==> src/ldc_regs.svh <==
// Register map, field positions, reset values and timing constants
`ifndef LDC_REGS_SVH
`define LDC_REGS_SVH

`define LDC_A_CTRL     8'h00
`define LDC_A_LIMIT    8'h04
`define LDC_A_STAIR    8'h08
`define LDC_A_CURVE    8'h0c
`define LDC_A_FADE1    8'h10
`define LDC_A_FADE2    8'h14
`define LDC_A_SLUMBER  8'h18
`define LDC_A_DELAY    8'h1c
`define LDC_A_SCENE    8'h20
`define LDC_A_UPOINT   8'h24
`define LDC_A_STATUS   8'h28

`define LDC_F_COLOR    2:0
`define LDC_F_CURVE    4:3
`define LDC_F_LOCKPOL  5
`define LDC_F_ONDELAY  6
`define LDC_F_RETRIG   7
`define LDC_F_OFFOPT   10:8
`define LDC_F_ORSEL    14:11
`define LDC_F_GAMMA    23:15
`define LDC_F_B0       7:0
`define LDC_F_B1       15:8
`define LDC_F_B2       23:16
`define LDC_F_B3       31:24
`define LDC_F_SEL      3:0
`define LDC_F_SMODE    5:4

`define LDC_RST_CTRL   32'h0032_0020
`define LDC_RST_LIMIT  16'hff00
`define LDC_RST_CURVE  24'h00_8000
`define LDC_RST_STAIR  32'h0000_ffff

`define LDC_CLK_NS     40
`define LDC_STEP_NS    390625
`define LDC_SEC_NS     1000000000
`define LDC_OR_UNLIM   4'hf
`endif

==> src/ldc_pkg.sv <==
// Types shared by the dimmer channel control block
package ldc_pkg;
    typedef enum logic [3:0] {
        ST_IDLE   = 4'h1,
        ST_ON     = 4'h2,
        ST_DELAY  = 4'h4,
        ST_ORIENT = 4'h8
    } ldc_stair_t;

    typedef struct packed {
        logic [1:0] mode;
        logic [6:0] num;
        logic [7:0] val;
    } ldc_scene_t;

    typedef struct packed {
        logic        stair_stb;
        logic        stair_val;
        logic        daynight_stb;
        logic        daynight_val;
        logic        color_stb;
        logic [23:0] color;
        logic        scene_stb;
        logic        scene_learn;
        logic [5:0]  scene_num;
        logic        slumber_stb;
        logic        slumber_val;
        logic        lock_stb;
        logic        lock_val;
        logic        prio_sw_stb;
        logic        prio_sw_val;
        logic        prio_rel_stb;
        logic [3:0]  prio_rel;
        logic        prio_abs_stb;
        logic [7:0]  prio_abs;
    } ldc_cmd_t;

    typedef struct packed {
        logic        psel;
        logic        penable;
        logic        pwrite;
        logic [7:0]  paddr;
        logic [31:0] pwdata;
    } ldc_apb_req_t;

    typedef struct packed {
        logic [31:0] prdata;
        logic        pready;
        logic        pslverr;
    } ldc_apb_rsp_t;

    typedef struct packed {
        logic [31:0]           ctrl;
        logic [15:0]           limit;
        logic [31:0]           stair;
        logic [23:0]           curve;
        logic [31:0]           fade1;
        logic [31:0]           fade2;
        logic [31:0]           slumber;
        logic [23:0]           delay;
        logic [3:0]            sel;
        ldc_scene_t [15:0]     scn;
        logic [8:0][7:0]       upts;
        logic [7:0]            level;
        logic [7:0]            target;
        logic [7:0]            fade;
        logic [7:0]            step_cnt;
        logic [13:0]           tick_cnt;
        logic [24:0]           sec_cnt;
        logic [15:0]           tmr;
        ldc_stair_t            st;
        logic                  day;
        logic                  lock_in;
        logic                  slum_seen;
        logic                  slum_dir;
        logic [31:0]           prdata;
        logic [7:0]            pwm_cnt;
        logic [7:0]            duty;
        logic                  pwm;
    } ldc_state_t;
endpackage

==> src/ldc_channel.sv <==
// Dimmer channel control: commands, staircase, scenes, curve and APB
`timescale 1ns/1ps
`default_nettype none
`include "ldc_regs.svh"
module ldc_channel #(
    parameter int STEP_CYC = `LDC_STEP_NS / `LDC_CLK_NS,
    parameter int SEC_CYC  = `LDC_SEC_NS / `LDC_CLK_NS
) (
    input  wire logic               sys_clk_i,
    input  wire logic               rst_i,
    input  wire ldc_pkg::ldc_apb_req_t apb_i,
    output      ldc_pkg::ldc_apb_rsp_t apb_o,
    input  wire ldc_pkg::ldc_cmd_t  cmd_i,
    output      logic [7:0]         dim_level_o,
    output      logic               status_on_o,
    output      logic [7:0]         pwm_duty_o,
    output      logic               pwm_o
);
    localparam logic [8:0][7:0] LOG_PTS = {8'hff, 8'h80, 8'h40, 8'h20,
        8'h10, 8'h08, 8'h04, 8'h02, 8'h00};

    ldc_pkg::ldc_state_t state_ff;
    ldc_pkg::ldc_state_t nxt_state;

    logic        setup;
    logic        wr_en;
    logic        mapped;
    logic        locked;
    logic        step_tick;
    logic        sec_tick;
    logic        req;
    logic [7:0]  req_tgt;
    logic [7:0]  req_fade;
    logic        go_off;
    logic        go_orient;
    logic        start_delay;
    logic [7:0]  cmin;
    logic [7:0]  cmax;
    logic [7:0]  cval;
    logic [7:0]  on_val;
    logic [7:0]  off_val;
    logic        hit;
    logic [3:0]  hit_idx;
    logic [15:0] orient_secs;
    logic [7:0]  curve_out;
    logic [8:0][7:0] pts;
    logic [6:0][7:0] pw;
    logic [2:0]  gi;
    logic [6:0]  gf;
    logic signed [15:0] dlt;
    logic [15:0] prod;
    logic [8:0]  sum;

    assign setup  = apb_i.psel && !apb_i.penable;
    assign wr_en  = apb_i.psel && apb_i.penable && apb_i.pwrite;
    assign mapped = apb_i.paddr[1:0] == 2'h0 && apb_i.paddr <= `LDC_A_STATUS;
    // Zero wait state: read data is captured in the setup cycle
    assign apb_o.pready  = 1'b1;
    assign apb_o.pslverr = apb_i.psel && apb_i.penable && !mapped;
    assign apb_o.prdata  = state_ff.prdata;

    assign dim_level_o = state_ff.level;
    assign status_on_o = state_ff.level != 8'h00;
    assign pwm_duty_o  = state_ff.duty;
    assign pwm_o       = state_ff.pwm;

    assign locked = state_ff.lock_in == state_ff.ctrl[`LDC_F_LOCKPOL];
    assign step_tick = state_ff.tick_cnt == 14'(STEP_CYC - 1);
    assign sec_tick  = state_ff.sec_cnt == 25'(SEC_CYC - 1);
    assign cmin = state_ff.limit[`LDC_F_B0];
    assign cmax = state_ff.limit[`LDC_F_B1];
    assign on_val  = state_ff.day ? state_ff.stair[`LDC_F_B0]
                                  : state_ff.stair[`LDC_F_B1];
    assign off_val = state_ff.day ? state_ff.stair[`LDC_F_B2]
                                  : state_ff.stair[`LDC_F_B3];

    // Colour value to brightness, then clamp
    always_comb begin
        unique case (state_ff.ctrl[`LDC_F_COLOR])
            3'h1: cval = cmd_i.color[15:8];
            3'h2: cval = cmd_i.color[7:0];
            3'h3: begin
                cval = cmd_i.color[23:16];
                if (cmd_i.color[15:8] < cval) cval = cmd_i.color[15:8];
                if (cmd_i.color[7:0] < cval) cval = cmd_i.color[7:0];
            end
            3'h4: begin
                cval = cmd_i.color[23:16];
                if (cmd_i.color[15:8] > cval) cval = cmd_i.color[15:8];
                if (cmd_i.color[7:0] > cval) cval = cmd_i.color[7:0];
            end
            default: cval = cmd_i.color[23:16];
        endcase
        if (cval < cmin) cval = cmin;
        if (cval > cmax) cval = cmax;
    end

    always_comb begin
        unique case (state_ff.ctrl[`LDC_F_ORSEL])
            4'h1: orient_secs = 16'h0001;
            4'h2: orient_secs = 16'h0002;
            4'h3: orient_secs = 16'h0005;
            4'h4: orient_secs = 16'h000a;
            4'h5: orient_secs = 16'h001e;
            4'h6: orient_secs = 16'h003c;
            4'h7: orient_secs = 16'h0078;
            4'h8: orient_secs = 16'h012c;
            4'h9: orient_secs = 16'h0258;
            4'ha: orient_secs = 16'h04b0;
            4'hb: orient_secs = 16'h0708;
            4'hc: orient_secs = 16'h0e10;
            4'hd: orient_secs = 16'h1c20;
            default: orient_secs = 16'h0000;
        endcase
    end

    // First enabled slot with a matching number wins
    always_comb begin
        hit = 1'b0;
        hit_idx = 4'h0;
        for (int i = 15; i >= 0; i--) begin
            if (state_ff.scn[i].mode != 2'h0 &&
                state_ff.scn[i].num == {1'b0, cmd_i.scene_num} + 7'h01) begin
                hit = 1'b1;
                hit_idx = 4'(i);
            end
        end
    end

    // Dimming curve; the gamma power is rounded per multiply
    always_comb begin
        pts = state_ff.ctrl[`LDC_F_CURVE] == 2'h2 ? state_ff.upts : LOG_PTS;
        dlt = 16'(signed'({8'h00, pts[state_ff.level[7:5] + 4'h1]})) -
              16'(signed'({8'h00, pts[state_ff.level[7:5]]}));
        dlt = (dlt * signed'({11'h000, state_ff.level[4:0]})) >>> 5;
        pw[0] = 8'hff;
        for (int k = 1; k < 7; k++) begin
            pw[k] = 8'(({8'h00, pw[k-1]} * {8'h00, state_ff.level}
                        + 16'h00ff) >> 8);
        end
        gi = 3'(state_ff.ctrl[`LDC_F_GAMMA] / 9'h064);
        gf = 7'(state_ff.ctrl[`LDC_F_GAMMA] % 9'h064);
        if (gi > 3'h5) gi = 3'h5;
        if (gi == 3'h5) gf = 7'h00;
        unique case (state_ff.ctrl[`LDC_F_CURVE])
            2'h0: curve_out = state_ff.level;
            2'h3: curve_out = pw[gi] - 8'((({8'h00, pw[gi] - pw[gi + 3'h1]}
                      * {9'h000, gf}) / 16'h0064));
            default: curve_out = 8'(16'(signed'({8'h00,
                      pts[state_ff.level[7:5]]})) + dlt);
        endcase
        prod = {8'h00, curve_out} * {8'h00, state_ff.curve[`LDC_F_B1]};
        prod = prod >> 7;
        if (prod > 16'h00ff) prod = 16'h00ff;
        sum = {1'b0, prod[7:0]} + {1'b0, state_ff.curve[`LDC_F_B2]};
        if (sum[8]) sum = 9'h0ff;
        if (state_ff.level == 8'h00) sum = 9'h000;
    end

    always_comb begin
        nxt_state = state_ff;
        req = 1'b0;
        req_tgt = state_ff.level;
        req_fade = 8'h00;
        go_off = 1'b0;
        go_orient = 1'b0;
        start_delay = 1'b0;

        if (setup) begin
            unique case (apb_i.paddr)
                `LDC_A_CTRL:    nxt_state.prdata = state_ff.ctrl;
                `LDC_A_LIMIT:   nxt_state.prdata = {16'h0000, state_ff.limit};
                `LDC_A_STAIR:   nxt_state.prdata = state_ff.stair;
                `LDC_A_CURVE:   nxt_state.prdata = {8'h00, state_ff.curve};
                `LDC_A_FADE1:   nxt_state.prdata = state_ff.fade1;
                `LDC_A_FADE2:   nxt_state.prdata = state_ff.fade2;
                `LDC_A_SLUMBER: nxt_state.prdata = state_ff.slumber;
                `LDC_A_DELAY:   nxt_state.prdata = {8'h00, state_ff.delay};
                `LDC_A_SCENE:   nxt_state.prdata = {8'h00,
                    state_ff.scn[state_ff.sel].val, 1'b0,
                    state_ff.scn[state_ff.sel].num, 2'h0,
                    state_ff.scn[state_ff.sel].mode, state_ff.sel};
                `LDC_A_STATUS:  nxt_state.prdata = {state_ff.duty, 2'h0,
                    locked, state_ff.day, state_ff.st, state_ff.target,
                    state_ff.level};
                default:        nxt_state.prdata = 32'h0000_0000;
            endcase
        end
        if (wr_en) begin
            unique case (apb_i.paddr)
                `LDC_A_CTRL:    nxt_state.ctrl = apb_i.pwdata;
                `LDC_A_LIMIT:   nxt_state.limit = apb_i.pwdata[15:0];
                `LDC_A_STAIR:   nxt_state.stair = apb_i.pwdata;
                `LDC_A_CURVE:   nxt_state.curve = apb_i.pwdata[23:0];
                `LDC_A_FADE1:   nxt_state.fade1 = apb_i.pwdata;
                `LDC_A_FADE2:   nxt_state.fade2 = apb_i.pwdata;
                `LDC_A_SLUMBER: nxt_state.slumber = apb_i.pwdata;
                `LDC_A_DELAY:   nxt_state.delay = apb_i.pwdata[23:0];
                `LDC_A_SCENE: begin
                    nxt_state.sel = apb_i.pwdata[`LDC_F_SEL];
                    nxt_state.scn[apb_i.pwdata[`LDC_F_SEL]] = {
                        apb_i.pwdata[`LDC_F_SMODE], apb_i.pwdata[14:8],
                        apb_i.pwdata[`LDC_F_B2]};
                end
                `LDC_A_UPOINT: begin
                    if (apb_i.pwdata[3:0] < 4'h9) begin
                        nxt_state.upts[apb_i.pwdata[3:0]] =
                            apb_i.pwdata[`LDC_F_B1];
                    end
                end
                default: ;
            endcase
        end

        nxt_state.tick_cnt = step_tick ? 14'h0000 : state_ff.tick_cnt + 14'h1;
        nxt_state.sec_cnt = sec_tick ? 25'h0 : state_ff.sec_cnt + 25'h1;
        if (cmd_i.lock_stb) nxt_state.lock_in = cmd_i.lock_val;
        if (cmd_i.daynight_stb) nxt_state.day = cmd_i.daynight_val;

        if (!locked) begin
            if (cmd_i.color_stb) begin
                req = 1'b1;
                req_tgt = cval;
                req_fade = cval > state_ff.level ? state_ff.slumber[`LDC_F_B2]
                                                 : state_ff.slumber[`LDC_F_B3];
            end
            if (cmd_i.stair_stb && cmd_i.stair_val) begin
                req = 1'b1;
                req_tgt = on_val;
                req_fade = state_ff.fade1[`LDC_F_B0];
                if (!state_ff.ctrl[`LDC_F_ONDELAY]) begin
                    nxt_state.st = ldc_pkg::ST_ON;
                end else if (state_ff.st != ldc_pkg::ST_DELAY ||
                             state_ff.ctrl[`LDC_F_RETRIG]) begin
                    start_delay = 1'b1;
                end
            end
            if (cmd_i.stair_stb && !cmd_i.stair_val) begin
                unique case (state_ff.ctrl[`LDC_F_OFFOPT])
                    3'h1: go_off = 1'b1;
                    3'h2: start_delay = state_ff.st != ldc_pkg::ST_DELAY ||
                                        state_ff.ctrl[`LDC_F_RETRIG];
                    3'h3: go_orient = 1'b1;
                    3'h4: begin
                        go_off = state_ff.st == ldc_pkg::ST_ORIENT;
                        go_orient = state_ff.st != ldc_pkg::ST_ORIENT;
                    end
                    default: ;
                endcase
            end
            if (!cmd_i.stair_stb && sec_tick) begin
                if (state_ff.st == ldc_pkg::ST_DELAY) begin
                    if (state_ff.tmr <= 16'h0001) begin
                        go_orient = orient_secs != 16'h0000 ||
                            state_ff.ctrl[`LDC_F_ORSEL] == `LDC_OR_UNLIM;
                        go_off = !go_orient;
                    end else begin
                        nxt_state.tmr = state_ff.tmr - 16'h0001;
                    end
                end else if (state_ff.st == ldc_pkg::ST_ORIENT &&
                        state_ff.ctrl[`LDC_F_ORSEL] != `LDC_OR_UNLIM) begin
                    if (state_ff.tmr <= 16'h0001) go_off = 1'b1;
                    else nxt_state.tmr = state_ff.tmr - 16'h0001;
                end
            end
            if (go_orient && orient_secs == 16'h0000 &&
                state_ff.ctrl[`LDC_F_ORSEL] != `LDC_OR_UNLIM) begin
                go_orient = 1'b0;
                go_off = 1'b1;
            end
            if (start_delay) begin
                nxt_state.st = ldc_pkg::ST_DELAY;
                nxt_state.tmr = state_ff.delay[15:0];
            end
            if (go_orient) begin
                nxt_state.st = ldc_pkg::ST_ORIENT;
                nxt_state.tmr = orient_secs;
                req = 1'b1;
                req_tgt = state_ff.curve[`LDC_F_B0];
                req_fade = state_ff.fade1[`LDC_F_B2];
            end
            if (go_off) begin
                nxt_state.st = ldc_pkg::ST_IDLE;
                req = 1'b1;
                req_tgt = off_val;
                req_fade = state_ff.fade1[`LDC_F_B1];
            end
            if (cmd_i.slumber_stb) begin
                nxt_state.slum_seen = 1'b1;
                nxt_state.slum_dir = cmd_i.slumber_val;
                req = 1'b1;
                if (cmd_i.slumber_val) begin
                    req_tgt = state_ff.slumber[`LDC_F_B0];
                    req_fade = (state_ff.slum_seen && state_ff.slum_dir)
                        ? state_ff.fade2[`LDC_F_B1]
                        : state_ff.fade2[`LDC_F_B0];
                end else begin
                    req_tgt = state_ff.slumber[`LDC_F_B1];
                    req_fade = (state_ff.slum_seen && !state_ff.slum_dir)
                        ? state_ff.fade2[`LDC_F_B3]
                        : state_ff.fade2[`LDC_F_B2];
                end
            end
            if (cmd_i.scene_stb && hit) begin
                if (cmd_i.scene_learn) begin
                    if (state_ff.scn[hit_idx].mode == 2'h2) begin
                        nxt_state.scn[hit_idx].val = state_ff.level;
                    end
                end else begin
                    req = 1'b1;
                    req_tgt = state_ff.scn[hit_idx].val;
                    req_fade = state_ff.fade1[`LDC_F_B3];
                end
            end
        end else begin
            // Locked: the staircase is dropped and its timers stop
            nxt_state.st = ldc_pkg::ST_IDLE;
        end

        // Priority inputs act whether or not the lock is engaged
        if (cmd_i.prio_sw_stb) begin
            req = 1'b1;
            req_tgt = cmd_i.prio_sw_val ? 8'hff : 8'h00;
            req_fade = state_ff.delay[`LDC_F_B2];
        end
        if (cmd_i.prio_rel_stb) begin
            req = 1'b1;
            req_fade = state_ff.delay[`LDC_F_B2];
            if (cmd_i.prio_rel[2:0] == 3'h0) req_tgt = state_ff.level;
            else req_tgt = cmd_i.prio_rel[3] ? 8'hff : 8'h00;
        end
        if (cmd_i.prio_abs_stb) begin
            req = 1'b1;
            req_tgt = cmd_i.prio_abs;
            req_fade = state_ff.delay[`LDC_F_B2];
        end

        if (req) begin
            nxt_state.target = req_tgt;
            nxt_state.fade = req_fade;
            nxt_state.step_cnt = 8'h00;
        end else if (state_ff.target != state_ff.level) begin
            // One level step per fade count of step ticks
            if (state_ff.fade == 8'h00) begin
                nxt_state.level = state_ff.target;
            end else if (step_tick) begin
                if (state_ff.step_cnt + 8'h01 >= state_ff.fade) begin
                    nxt_state.step_cnt = 8'h00;
                    nxt_state.level = state_ff.target > state_ff.level
                        ? state_ff.level + 8'h01
                        : state_ff.level - 8'h01;
                end else begin
                    nxt_state.step_cnt = state_ff.step_cnt + 8'h01;
                end
            end
        end

        nxt_state.duty = sum[7:0];
        nxt_state.pwm_cnt = state_ff.pwm_cnt + 8'h01;
        nxt_state.pwm = state_ff.pwm_cnt < state_ff.duty;
    end

    always_ff @(posedge sys_clk_i) begin
        if (rst_i) begin
            state_ff <= '0;
            state_ff.ctrl <= `LDC_RST_CTRL;
            state_ff.limit <= `LDC_RST_LIMIT;
            state_ff.curve <= `LDC_RST_CURVE;
            state_ff.stair <= `LDC_RST_STAIR;
            state_ff.upts <= LOG_PTS;
            state_ff.st <= ldc_pkg::ST_IDLE;
            state_ff.day <= 1'b1;
        end else begin
            state_ff <= nxt_state;
        end
    end
endmodule
`default_nettype wire

==> config.mk <==
export PLATFORM = sky130hd
export DESIGN_NAME = ldc_channel
export DESIGN_NICKNAME = d
export VERILOG_FILES = /design/src/ldc_pkg.sv /design/src/ldc_channel.sv
export VERILOG_INCLUDE_DIRS = /design/src
export SDC_FILE = /design/constraint.sdc
export NUM_CORES = 2
export LEC_CHECK = 0
export ABC_AREA = 1
export ABC_CLOCK_PERIOD_IN_PS = 93100
export BUFFER_PORTS_ARGS = -buffer_cell sky130_fd_sc_hd__buf_4
export CAP_MARGIN = 20
export CORE_MARGIN = 4
export CORE_UTILIZATION = 55
export DETAILED_ROUTE_END_ITERATION = 10
export PLACE_DENSITY = 0.78
export SLEW_MARGIN = 20
export SYNTH_ARGS = -nofsm -noshare
export SYNTH_HDL_FRONTEND = slang
export SYNTH_SLANG_ARGS = --single-unit
==> constraint.sdc <==
create_clock -name sys_clk_i -period 93.1 [get_ports sys_clk_i]
set_clock_uncertainty 0.05 [all_clocks]
set_input_delay 23.275 -clock sys_clk_i [delete_from_list [all_inputs] [get_ports sys_clk_i]]
set_output_delay 23.275 -clock sys_clk_i [all_outputs]
set_load 0.005 [all_outputs]
* Word level (Yosys, flattened, before mapping)
Memory sizes are Yosys's and may differ from the RTL's. A register that Yosys moved wholly into a read port is not among the register bits.
Index checks and enable logic that the tools add are counted.
** Cells by class
- Add/sub/neg operators :: 21
- Multipliers :: 9
- Div/mod/pow operators :: 3
- Order comparisons :: 24
- Eq/ne operators :: 50
- Muxes and demuxes :: 158
- Bitwise operators :: 4
- Reductions and logical operators :: 95
** Operator list (number)
- 272-bit 2-to-1 mux :: 5
- 272-bit bitwise mux :: 2
- 8-bit 2-to-1 mux :: 53
- 344-bit 2-to-1 mux :: 1
- 32-bit case mux with 10 select lines :: 1
- 72-bit 2-to-1 mux :: 3
- 17-bit binary-select mux with 4-bit select :: 2
- 17-bit demux with 4-bit select :: 2
- 7-bit == test :: 16
- 16-bit by 8-bit adder with 16-bit output (second input constant) :: 6
- 8-bit by 8-bit multiplier with 16-bit output :: 6
- 4-bit 2-to-1 mux :: 20
- 8-bit binary-select mux with 3-bit select :: 3
- 72-bit bitwise mux :: 1
- 16-bit 2-to-1 mux :: 4
- 17-bit 2-to-1 mux :: 3
- 1-bit 2-to-1 mux :: 48
- 8-bit greater-than comparator :: 5
- 20-bit 2-to-1 mux :: 2
- 2-bit nonzero test :: 19
- 8-bit binary-select mux with 4-bit select :: 1
- 8-bit demux with 4-bit select :: 1
- 8-bit by 5-bit == test with 1-bit output (second input constant) :: 4
- 1-bit logical AND :: 32
- 69 further kinds :: 124
** Word-level totals
- Bits in registers :: 716
- ROM bits :: 208
- Bits of input ports :: 102
- Output and inout port bits :: 52
- Memories kept :: 1
** Memories
- (no name shown) :: words 16, width 13, read ports 1, clocked after Yosys merged registers in 1, write ports 0, line ldc_channel.sv:99 : unique case (state_ff.ctrl[`LDC_F_ORSEL])

* Longest topological paths before layout
- Word-level depth :: 28
- Mapped depth :: 277

* Worst setup path before layout
No wires, ideal clock.
- Kind :: input-to-output
- Start point :: input port apb_i[33] (netlist name)
- End point :: output port apb_o[0] (netlist name)
- Arrival time :: 24.533 ns
- Required time :: 69.775 ns
- Slack :: 45.242 ns
- Stages :: 10
- Cell sequence :: nor2_1 -> inv_1 -> nor3_1 -> inv_1 -> nor2_1 -> inv_1 -> clkbuf_1 -> buf_1 -> o311ai_0 -> a21oi_1
** RTL lines
- from (decl) :: line ldc_channel.sv:11 : input wire ldc_pkg::ldc_apb_req_t apb_i,
- to (decl) :: line ldc_channel.sv:12 : output ldc_pkg::ldc_apb_rsp_t apb_o,

==> key figures <==
Drt
  • Drt first pass iters: 8
  • Final wirelength: 223 mm
  • # DRC: 0
  • Final ANT Viol Nets: 0
  • Via count: approximately 62,000
  • DR WL/cell: 22.1 µm
  • Via density: approximately 6
  • Initial DRC Count: a little under 8,000

Die
  • Die area: approximately 0.12 mm²
  • Die Ht: about 340 µm
  • Initial Util: 55.7%
  • Die X: about 340 µm
  • I/O Pins: ~150
  • Core Region: roughly 0.11 mm²
  • Num rows: approximately 120

Layout
  • Post-route cell area: about 0.065 mm²
  • Area Growth Syn to Fin: 6.64%
  • Nets: around 9,400
  • Post-layout util: roughly three fifths
  • Share of layout cells above drive strength 1: just over 6%

Worst hold path
  • Worst Hold End: state_ff[73]
  • Min-delay src: state_ff[73]
  • Worst hold path class: reg2reg
  • Hold path depth: 1

Yosys
  • Post-Syn Area: 0.0609 mm²
  • Synth Area in XOR/XNOR: 2.32%
  • Synth warnings: 0
  • Synth Area in Simple Gates: between 10% and 20%
  • Post-synthesis mux area share: 0%
  • Area share of fa/ha/maj cells after synthesis: 19.1%
  • Synth area leaders: dfxtp_1 (24%), fa_1 (11%), nand2_1 (8.8%)
  • Main combinational cell family by area after synthesis: compound AO/OA/AOI/OAI gates
  • Top_reg_cell synth: dfxtp_1
  • Sequential share of the synthesized area: a little under a quarter
  • Syn nets: 9,610
  • Commonest cells in the synthesized netlist: nand2_1 (1,428), inv_1 (1,270), a21oi_1 (873)
  • Synth async-reset ratio: 0%
  • Compound-Gate Fraction of Synth Area: between 20% and 30%
  • Most common cell in the netlist: nand2_1
  • Cell variety after synth: between 60 and 70
  • Syn_area_per_cell: 6.95 µm²
  • Cells after Synth: 8,770
  • Area leader, netlist: dfxtp_1
  • Synth top area share: a little under a quarter
  • Number of enable flip-flop cells after synthesis: 0
  • Yosys reg bits: around 730

STA
  • Setup TNS: 0 ps
  • RSZ-0062 raised after global routing: false
  • Final setup fails: 0
  • Tcrit/Tclk final: 52.8%
  • Slew headroom: between 20% and 30%
  • Final setup margin: between 40,000 and 50,000 ps
  • Slew @ Worst Pin: approximately 1100 ps
  • F_max: 0.0204 GHz
  • Max Slew Vio Count: 0
  • Period minus WS final: slightly below 50,000 ps
  • Hold Vio Cnt, Final: 0

Worst setup path
  • Reg-to-Reg Start: dim_level_o[3]
  • CP peak stage delay: roughly 670 ps
  • CP max FO: 20
  • Arr. time, crit path: 25,790 ps
  • Slowest CP cell: inv_1
  • Reg-to-reg endpoint: pwm_duty_o[7]
  • CP cell instances: buf_4 > nor2_1 > inv_1 > nor3_1 > inv_1 > nor2_2 > inv_1 > o311ai_0 > a21oi_1 > buf_4
  • Critical Path End Type: primary output
  • Kind of critical path: in2out
  • CP startpoint kind: input pin
  • R2r setup slk: 47,640 ps
  • Worst Path Required: around 70,000 ps
  • Worst R2R Path Depth: 244
  • Most used cell, CP: inv_1

Placed design
  • Input/output buffers: about 150
  • Detail Placement HPWL: approximately 160 mm
  • GPL Wtd Cong: 1.05
  • Area after DPL: 0.0624 mm²
  • DP Worst Slack: approximately 44,000 ps

Global routing
  • Vias in the first global route: between 50,000 and 60,000
  • Global-route met1 utilization: between 40% and 50%
  • Initial antenna violation count: 10
  • Maximum number of pins on one net before global-route repair: 132
  • First-pass GRT wire length: between 300 and 400 mm
  • All-layer global routing usage: between 30% and 40%
  • GR peak layer: met2
  • Grt ovf: 0
  • Met3 Use GR: under 10%
  • M2 GR Usage: about 58%

Power and ir drop
  • VDD IR-drop max: about 0.014 mV
  • Power Density: between 10 and 15 mW/mm²
  • Static Leak: roughly 0.030 µW

Run
  • Max-Cap Viols: 0

CTS
  • Skew-Pair Late Insertion Delay: 650 ps
  • Sink Count: between 700 and 800
  • Max Root-Sink Buffers: 3
  • H-tree depth: 3
  • # Post-CTS Setup Buffers: 0
  • Reg clk slew, reported paths: ~50 ps
  • Hold buffers post-CTS: 0
  • CTS resizes: 0
  • CTS tree: yes
  • CTS buffer count: 75
  • Clock root buffer: clkbuf_16

Outcome
  • Run status: finished, final reports clean
==> routing by layer <==
| layer | part of all wire [%] | wire length [µm] |
|---|---|---|
| met1 | 38 | 84500 |
| met2 | 43 | 96300 |
| met3 | 12 | 26100 |
| met4 | 7.1 | 15700 |
| met5 | 0.0058 | 13 |
==> where the power goes <==
group          leakage [µW]  internal, µW  switching [µW]
registers           0.00588           313            1.91
clock network       0.00122           178             135
logic                0.0226          34.5            85.3
==> per-stage QoR <==
step           hold slack (ps)  total power [µW]  instances
2_1_floorplan              368               398       8770
3_3_place_gp               379               435       9954
3_5_place_dp               400               438       9954
4_1_cts                    413               745      10088
5_1_grt                    433               772      10090
6_report                   409               748      10094
==> worst max path at each step <==
stage                         startpoint       endpoint  slack (ps)  cells past startpoint
after floorplan                apb_i[33]       apb_o[0]       45240                     10
after global placement         apb_i[33]       apb_o[0]       43760                     10
after detailed placement       apb_i[33]       apb_o[0]       43680                     10
after CTS                      apb_i[33]       apb_o[0]       43670                     10
after global routing      dim_level_o[3]  pwm_duty_o[7]       43740                    243
final                          apb_i[33]       apb_o[0]       43990                     10
==> cells by family (layout without fill, tap and decap cells) <==
kind of cell | count (synthesis) | in the layout
simple gates | 2859 | 2859
compound gates | 2448 | 2448
buf+inv | 1838 | 1682
fa+ha+maj | 738 | 738
flops | 729 | 729
xor+xnor | 157 | 157
other cells | 1 | 5
==> worst max-delay path: cells and delay by family <==
family / cells / cell delay, ps
buffers and inverters: 5 / 1150
AND/OR/NAND/NOR: 3 / 980
AO/OA/AOI/OAI: 2 / 390
==> cell usage in the layout, fill, tap and decap left out, drive strengths merged, types with 64 or more instances in the layout <==
| master | n |
|---|---|
| a211oi | 182 |
| a21oi | 873 |
| buf | 236 |
| clkbuf | 107 |
| dfxtp | 729 |
| fa | 322 |
| ha | 416 |
| inv | 1290 |
| nand2 | 1486 |
| nand3 | 290 |
| nor2 | 873 |
| nor3 | 64 |
| o211ai | 134 |
| o21ai | 825 |
| o22ai | 113 |
| xor2 | 118 |
==> final cells by class <==
cell class                 count  area, µm²
fill                       10158      44500
multi-input combinational   6203      39300
sequential                   729      14600
inverter                    1312       4930
clock buffer                 107       2180
tap                         1476       1850
timing repair buffer         236       1780
clock inverter                27        318
antenna                        4       10.0
Power figures use the tool's default switching activity.
